## config.mk

```make
export PLATFORM = sky130hd
export DESIGN_NAME = adcsq_ctrl
export DESIGN_NICKNAME = d
export VERILOG_FILES = /design/src/adcsq_pkg.sv /design/src/adcsq_clkdiv.sv /design/src/adcsq_ctrl.sv
export SDC_FILE = /design/constraint.sdc
export NUM_CORES = 1
export LEC_CHECK = 0
export BUFFER_PORTS_ARGS = -buffer_cell sky130_fd_sc_hd__buf_2
export CELL_PAD_IN_SITES_DETAIL_PLACEMENT = 1
export CELL_PAD_IN_SITES_GLOBAL_PLACEMENT = 1
export CORE_UTILIZATION = 40
export CTS_BUF_LIST = sky130_fd_sc_hd__clkbuf_16
export DETAILED_ROUTE_END_ITERATION = 8
export GPL_TIMING_DRIVEN = 1
export PLACE_DENSITY = 0.8
export SLEW_MARGIN = 10
export SYNTH_ARGS = -nofsm -noshare
export SYNTH_HDL_FRONTEND = slang
export SYNTH_SLANG_ARGS = --single-unit
```

## constraint.sdc

```tcl
create_clock -name core_clk_i -period 2.8 [get_ports core_clk_i]
set_clock_uncertainty 0.05 [all_clocks]
set_input_delay 0.14 -clock core_clk_i [delete_from_list [all_inputs] [get_ports core_clk_i]]
set_output_delay 0.14 -clock core_clk_i [all_outputs]
set_load 0.005 [all_outputs]
```

## src/adcsq_pkg.sv

```systemverilog
// Summary of operation
// - reference from supply at 0, pin at 1
// - divider codes 000-110 divide 1..64
// - enable bit n makes pin n analog
// - start high then low begins conversion
// - start held high resets converter, busy high
// - busy clears when conversion finishes
// - end of conversion sets request flag, interrupt
// - conversion lasts sixteen converter clock periods
// - converter powered only while power-off is 0
// - analog pin overrides direction, functions, pull-high
package adcsq_pkg;
    // =========================================
    // register map
    localparam logic [1:0] ADCSQ_ADDR_CTRL0 = 2'h0;
    localparam logic [1:0] ADCSQ_ADDR_CTRL1 = 2'h1;
    localparam logic [1:0] ADCSQ_ADDR_PINEN = 2'h2;
    localparam logic [1:0] ADCSQ_ADDR_RESLO = 2'h3;
    localparam logic [1:0] ADCSQ_ADDR_RESHI = 2'h3;
    // adc_control_0 fields
    localparam int ADCSQ_C0_START = 7;
    localparam int ADCSQ_C0_BUSY = 6;
    localparam int ADCSQ_C0_OFF = 5;
    localparam int ADCSQ_C0_IRQF = 4;
    localparam int ADCSQ_C0_IEN = 3;
    localparam int ADCSQ_C0_RSEL = 2;
    // adc_control_1 fields
    localparam int ADCSQ_C1_REF = 4;
    localparam logic [7:0] ADCSQ_C1_MASK = 8'h17;
    localparam logic [7:0] ADCSQ_C0_RST = 8'h20;
    localparam logic [7:0] ADCSQ_C1_RST = 8'h00;
    localparam logic [3:0] ADCSQ_PINEN_RST = 4'hf;
    // timing
    localparam logic [4:0] ADCSQ_CONV_TICKS = 5'h10;
    localparam logic [2:0] ADCSQ_DIV_UNDEF = 3'h7;
    localparam int ADCSQ_MIN_CONVERTER_CLOCK_PERIOD_NS = 500;
    localparam int ADCSQ_CLK_NS = 4;
    localparam int ADCSQ_MIN_CONVERTER_CLOCK_PERIOD_CYC = (ADCSQ_MIN_CONVERTER_CLOCK_PERIOD_NS + ADCSQ_CLK_NS - 1) / ADCSQ_CLK_NS;

    typedef enum logic [1:0] {ADCSQ_IDLE, ADCSQ_RESET, ADCSQ_CONV} adcsq_state_t;

    typedef struct packed {
        logic [1:0] addr;
        logic [7:0] wdata;
        logic wr;
        logic rd;
    } adcsq_bus_t;

    typedef struct packed {
        logic [3:0] analog_en;
        logic [3:0] pull_dis;
        logic [3:0] dir_override;
        logic ref_ext;
        logic conv_power;
        logic conv_reset;
        logic sample;
    } adcsq_ana_t;
endpackage : adcsq_pkg

```

## src/adcsq_clkdiv.sv

```systemverilog
`timescale 1ns/1ns
module adcsq_clkdiv
    import adcsq_pkg::*;
(
    // clock and reset
    input wire logic core_clk_i,
    input wire logic sys_rst_i,
    // control
    input wire logic [2:0] sel_i,
    input wire logic run_i,
    // tick out
    output logic tick_o
);
    typedef struct packed {
        logic [5:0] cnt;
    } adcsq_div_t;

    adcsq_div_t st;
    adcsq_div_t next_st;
    logic [5:0] limit;

    // =========================================
    // divide by 2**sel; code 111 stops the tick
    always_comb begin
        limit = 6'(({6'h0, 1'b1} << sel_i) - 7'h1);
        next_st = st;
        tick_o = 1'b0;
        if (!run_i || sel_i == ADCSQ_DIV_UNDEF) begin
            next_st.cnt = 6'h0;
        end else if (st.cnt >= limit) begin
            next_st.cnt = 6'h0;
            tick_o = 1'b1;
        end else begin
            next_st.cnt = st.cnt + 6'h1;
        end
    end

    always_ff @(posedge core_clk_i) begin
        if (sys_rst_i) begin
            st <= '0;
        end else begin
            st <= next_st;
        end
    end

    a_div_one: assert property (@(posedge core_clk_i) disable iff (sys_rst_i)
        run_i && sel_i == 3'h0 |-> tick_o) else $error("divide by one missed tick");
    a_div_undef: assert property (@(posedge core_clk_i) disable iff (sys_rst_i)
        sel_i == ADCSQ_DIV_UNDEF |-> !tick_o) else $error("tick on undefined code");
endmodule : adcsq_clkdiv

```

## src/adcsq_ctrl.sv

```systemverilog
// The implementer's own choices: the placing of the registers and the strobed register port.
`timescale 1ns/1ns
module adcsq_ctrl
    import adcsq_pkg::*;
(
    // clock and reset
    input wire logic core_clk_i,
    input wire logic sys_rst_i,
    // register port
    input wire adcsq_bus_t bus_i,
    output logic [7:0] rdata_o,
    // converter core
    input wire logic [11:0] conv_result_i,
    output adcsq_ana_t ana_o,
    // interrupt
    output logic irq_o
);
    typedef struct packed {
        adcsq_state_t state;
        logic start;
        logic busy;
        logic off;
        logic irqf;
        logic ien;
        logic rsel;
        logic [7:0] ctrl1;
        logic [3:0] pinen;
        logic [4:0] ticks;
        logic [11:0] result;
        logic [7:0] rdata;
        logic irq;
    } adcsq_st_t;

    adcsq_st_t st;
    adcsq_st_t next_st;
    logic tick;
    logic done;

    adcsq_clkdiv u_div (
        .core_clk_i(core_clk_i),
        .sys_rst_i(sys_rst_i),
        .sel_i(st.ctrl1[2:0]),
        .run_i(st.state == ADCSQ_CONV),
        .tick_o(tick)
    );

    // =========================================
    // next state
    always_comb begin
        next_st = st;
        done = 1'b0;
        if (bus_i.wr) begin
            case (bus_i.addr)
                ADCSQ_ADDR_CTRL0: begin
                    next_st.start = bus_i.wdata[ADCSQ_C0_START];
                    next_st.off = bus_i.wdata[ADCSQ_C0_OFF];
                    next_st.ien = bus_i.wdata[ADCSQ_C0_IEN];
                    next_st.rsel = bus_i.wdata[ADCSQ_C0_RSEL];
                    // software may clear the request flag; writing 1 does nothing
                    if (!bus_i.wdata[ADCSQ_C0_IRQF]) begin
                        next_st.irqf = 1'b0;
                    end
                end
                ADCSQ_ADDR_CTRL1: begin
                    next_st.ctrl1 = bus_i.wdata & ADCSQ_C1_MASK;
                end
                ADCSQ_ADDR_PINEN: begin
                    next_st.pinen = bus_i.wdata[3:0];
                end
                default: begin
                end
            endcase
        end
        case (st.state)
            ADCSQ_IDLE, ADCSQ_CONV: begin
                if (next_st.start && !st.start) begin
                    next_st.state = ADCSQ_RESET;
                    next_st.busy = 1'b1;
                end else if (st.state == ADCSQ_CONV && tick) begin
                    next_st.ticks = st.ticks + 5'h1;
                    if (st.ticks == ADCSQ_CONV_TICKS - 5'h1) begin
                        done = 1'b1;
                        next_st.state = ADCSQ_IDLE;
                        next_st.busy = 1'b0;
                        next_st.result = conv_result_i;
                        next_st.irqf = 1'b1;
                    end
                end
            end
            ADCSQ_RESET: begin
                next_st.busy = 1'b1;
                next_st.ticks = 5'h0;
                if (!next_st.start) begin
                    next_st.state = ADCSQ_CONV;
                end
            end
            default: begin
                next_st.state = ADCSQ_IDLE;
            end
        endcase
        next_st.irq = done && st.ien;
        next_st.rdata = 8'h0;
        if (bus_i.rd) begin
            case (bus_i.addr)
                ADCSQ_ADDR_CTRL0: next_st.rdata = {st.start, st.busy, st.off, st.irqf,
                                                   st.ien, st.rsel, 2'h0};
                ADCSQ_ADDR_CTRL1: next_st.rdata = st.ctrl1;
                ADCSQ_ADDR_PINEN: next_st.rdata = {4'h0, st.pinen};
                default: next_st.rdata = st.rsel ? {4'h0, st.result[11:8]}
                                                 : st.result[7:0];
            endcase
        end
    end

    always_ff @(posedge core_clk_i) begin
        if (sys_rst_i) begin
            st <= '0;
            st.state <= ADCSQ_IDLE;
            st.off <= ADCSQ_C0_RST[ADCSQ_C0_OFF];
            st.ctrl1 <= ADCSQ_C1_RST;
            st.pinen <= ADCSQ_PINEN_RST;
        end else begin
            st <= next_st;
        end
    end

    // =========================================
    // outputs
    assign rdata_o = st.rdata;
    assign irq_o = st.irq;
    assign ana_o.analog_en = st.pinen;
    assign ana_o.pull_dis = st.pinen;
    assign ana_o.dir_override = st.pinen;
    assign ana_o.ref_ext = st.ctrl1[ADCSQ_C1_REF];
    assign ana_o.conv_power = !st.off;
    assign ana_o.conv_reset = st.state == ADCSQ_RESET;
    assign ana_o.sample = st.state == ADCSQ_CONV;

    // =========================================
    // checks
    a_busy_in_reset: assert property (@(posedge core_clk_i) disable iff (sys_rst_i)
        st.state == ADCSQ_RESET |-> st.busy && ana_o.conv_reset)
        else $error("busy low while held in reset");
    a_start_pulse: assert property (@(posedge core_clk_i) disable iff (sys_rst_i)
        st.state == ADCSQ_RESET && bus_i.wr && bus_i.addr == ADCSQ_ADDR_CTRL0
        && !bus_i.wdata[ADCSQ_C0_START] |=> st.state == ADCSQ_CONV && st.ticks == 5'h0)
        else $error("start fall did not begin conversion");
    a_busy_clear: assert property (@(posedge core_clk_i) disable iff (sys_rst_i)
        done |=> !st.busy && st.irqf) else $error("busy or flag wrong at end");
    a_irq_enable: assert property (@(posedge core_clk_i) disable iff (sys_rst_i)
        irq_o |-> $past(st.ien)) else $error("interrupt while disabled");
    a_ref_select: assert property (@(posedge core_clk_i) disable iff (sys_rst_i)
        bus_i.wr && bus_i.addr == ADCSQ_ADDR_CTRL1 |=>
        ana_o.ref_ext == $past(bus_i.wdata[ADCSQ_C1_REF]))
        else $error("reference not following control");
    a_power_off: assert property (@(posedge core_clk_i) disable iff (sys_rst_i)
        bus_i.wr && bus_i.addr == ADCSQ_ADDR_CTRL0 |=>
        ana_o.conv_power == !$past(bus_i.wdata[ADCSQ_C0_OFF]))
        else $error("power not following control");
    a_result_hold: assert property (@(posedge core_clk_i) disable iff (sys_rst_i)
        !done |=> st.result == $past(st.result)) else $error("result changed early");
    a_div_one_len: assert property (@(posedge core_clk_i) disable iff (sys_rst_i)
        st.state == ADCSQ_RESET ##1 st.state == ADCSQ_CONV && st.ctrl1[2:0] == 3'h0
        && !bus_i.wr ##1 !bus_i.wr [*8] ##1 !bus_i.wr [*7] |-> st.busy ##1 !st.busy)
        else $error("conversion length wrong");

    c_conv_done: cover property (@(posedge core_clk_i) disable iff (sys_rst_i) done);
    c_irq: cover property (@(posedge core_clk_i) disable iff (sys_rst_i) irq_o);
    c_restart: cover property (@(posedge core_clk_i) disable iff (sys_rst_i)
        st.state == ADCSQ_CONV ##1 st.state == ADCSQ_RESET);
endmodule : adcsq_ctrl

```

==> results.toml <==
[global_routing]
grt_overflow = 0
gr-max-usage-layer = "met2"
grt_max_degree = 37
met1_usage_pct = 24.0
use_met2_pct = 35.6
antenna_found_initial = 0
grt_first_pass_wirelength_um = 9580
grt_usage_pct = 19.9
grt_util_met3_pct = 3.33
grt_pass1_vias = 2016

[clocking]
post-cts-setup-buffer-count = 0
cts_root_buffer = "clkbuf_16"
numCtsBuffers = 5
cts_tree = "yes"
cts.sinks = 48
clk_latency_ns = 0.29
cts_resized = 0
clock_path_buffers = 2
path_clk_slew_ns = 0.07
cts_max_level = 2
ctsHoldBuffers = 0

[floorplanning]
core_area_sq_um = 5610
start_util_pct = 42.2
io_pins = 51
std_cell_rows = 27
die_w_um = 79.0
die_height_um = 79.0
die_area_sq_um = 6230

[power]
swShare_pct = 23.9
power.density_nw_per_um2 = 581
power_frac_comb_pct = 8.4
power_switching_mw = 0.366
peakVddDrop_uv = 283
p_leak_nw = 1.04
clkPwrFrac_pct = 45.7
power.internal_mw = 1.17
sequentialPowerShare_pct = 46.0

[logic_synthesis]
synth_edf_count = 0
seq_area_frac_synth_pct = 40.6
yosysUniqueCellTypes = 38
async_flop_share_pct = 0
ys_warn_count = 0
syn_nets = 315
syn_inst = 280
ys_ff_latch = 48
avgSynthCellArea_sq_um = 8.46
ys.flop_type = "dfxtp_1"
syn-cell-area_sq_um = 2370

[routing]
wl_per_cell_um = 15.7
dr.pass1.iters = 4
vias = 1996
ant_nets = 0
viasPerCell = 5.39
wl_um = 5810
drcViolationCount = 0
drtIter0Drc = 83

[sta]
tightest_slew_ns = 0.692
finalCritPeriodShare_pct = 87.6
timing.final.ws_setup_ns = 0.346
fmax_mhz = 408
final_hold_viol_count = 0
slew_violations = 0
tns_ns = 0
post-route-min-period_ns = 2.45
rsz0062_at_grt = "false"
finalSetupViolCount = 0
timing.slew.headroom_pct = 53.9

[placed_design]
pre_cts_ws_ns = 0.372
port-buffer-count = 49
dpl_cell_area_sq_um = 2470
dp_hpwl_um = 4040
gp_congestion = 0.775

[worst_hold_path]
holdCritPathClass = "primary input to flop"

[setup_path]
path_cells = "or3_1, ha_1, nand2b_1, a21oi_1, o221a_2, or4_1, a31oi_1"
worstSetupPathType = "flop to flop"
cpPeakStageDelay_ns = 0.56
cpMaxStageDelayCell = "or4_1"
worstPathMaxFanout = 23
start_kind = "flop"
timing.critical_path.arrival_ns = 2.62
cp.required_ns = 2.97
cp-end-kind = "flop"

[finish]
final_area_sq_um = 2640
final_util_pct = 47.1
fin_nets = 332
area_growth_pct = 11.4
antenna_cells = 0
final_common_cell = "buf_2"
final_layout_size_suffix_gt1_share_pct = 21.8
layout_common_cells = "buf_2, dfxtp_1, a21oi_1, nor2_1, nand3_1"

[outcome]
status = "completed"

[flow_run]
maxCapViolCount = 0
kinds of logic (layout without fill, tap and decap cells):
family | after synthesis | after routing | synth area share [%]
AO/OA/AOI/OAI | 71 | 71 | 18.5
XOR/XNOR | 4 | 4 | 1.48
adder cells (fa/ha/maj) | 9 | 9 | 4.75
buffers and inverters | 50 | 68 | 11.9
flip-flops | 48 | 48 | 40.6
multiplexers | 7 | 7 | 3.54
AND/OR/NAND/NOR | 91 | 91 | 19.3
critical path: cells and delay by family, from the launching register on:
kind	cells	cell delay [ns]
AOI/OAI and AO/OA	3	0.66
and+or+nand+nor	3	1.03
adders and majority gates	1	0.27
DFF	1	0.37
per-layer routing:
metal	part of all wire (%)	wire (um)
met5	0	0
met4	1.5	85
met3	4.0	234
met2	49	2870
met1	45	2620
synthesized netlist by cell type (2+ instances only):
library cell / n / share of area [%]
inv_1: 10 / 1.6
nand3_1: 24 / 5.1
ha_1: 9 / 4.8
a31oi_1: 2 / 0.53
mux2i_1: 5 / 2.1
nor2b_1: 5 / 1.3
a21oi_1: 32 / 6.8
clkbuf_1: 13 / 2.1
and3_1: 3 / 0.79
o21ai_0: 15 / 3.2
or3_1: 3 / 0.79
nand2_1: 15 / 2.4
dfxtp_1: 48 / 41
nand4_1: 2 / 0.53
a22oi_1: 6 / 1.9
o211ai_1: 7 / 2.2
nand3b_1: 2 / 0.63
nand2b_1: 3 / 0.79
buf_2: 3 / 0.63
xnor2_1: 2 / 0.74
a211o_1: 5 / 1.8
nor2_1: 26 / 4.1
xor2_1: 2 / 0.74
buf_4: 24 / 7.6
final timing paths:
kind | to | slack [ns] | startpoint | cells past startpoint
setup reg to reg | st[24]$_SDFFE_PP0P_ | 0.35 | st[31]$_SDFFE_PP0P_ | 7
hold reg to reg | u_div.st[0]$_SDFF_PP0_ | 0.42 | u_div.st[0]$_SDFF_PP0_ | 1
setup / recovery | st[24]$_SDFFE_PP0P_ | 0.35 | st[31]$_SDFFE_PP0P_ | 7
hold / removal | st[14]$_SDFFE_PP0P_ | 0.04 | conv_result_i[5] | 3
registers in the layout (all words and copies together), names as in the netlist:
signal / count
ana_o: 5
irq_o: 1
u_div.st: 6
st: 28
rdata_o: 8
stage by stage:
step | total power [mW] | hold slack (ns) | instances
2_1_floorplan | 0.812 | 0.237 | 280
3_3_place_gp | 0.844 | 0.345 | 362
3_5_place_dp | 0.848 | 0.350 | 362
4_1_cts | 1.55 | 0.0396 | 370
5_1_grt | 1.59 | 0.0635 | 370
6_report | 1.53 | 0.0395 | 370
power by group through the flow:
stage | sequential, mW | combinational [mW] | clock [mW]
floorplan | 0.716 | 0.0960 | 0
detailed placement | 0.720 | 0.128 | 0
CTS | 0.705 | 0.129 | 0.713
finish | 0.705 | 0.128 | 0.700
global route | 0.706 | 0.143 | 0.740
global placement | 0.719 | 0.125 | 0
area by class of cell:
| type | instances | area (sq um) |
|---|---|---|
| Inverter | 10 | 37.5 |
| Clock buffer | 5 | 125 |
| Multi-Input combinational cell | 182 | 1130 |
| Fill cell | 719 | 2970 |
| Timing Repair Buffer | 50 | 253 |
| Sequential cell | 48 | 961 |
| Tap cell | 72 | 90.1 |
| Clock inverter | 3 | 46.3 |
No activity file was read; power rests on OpenSTA's default activity.
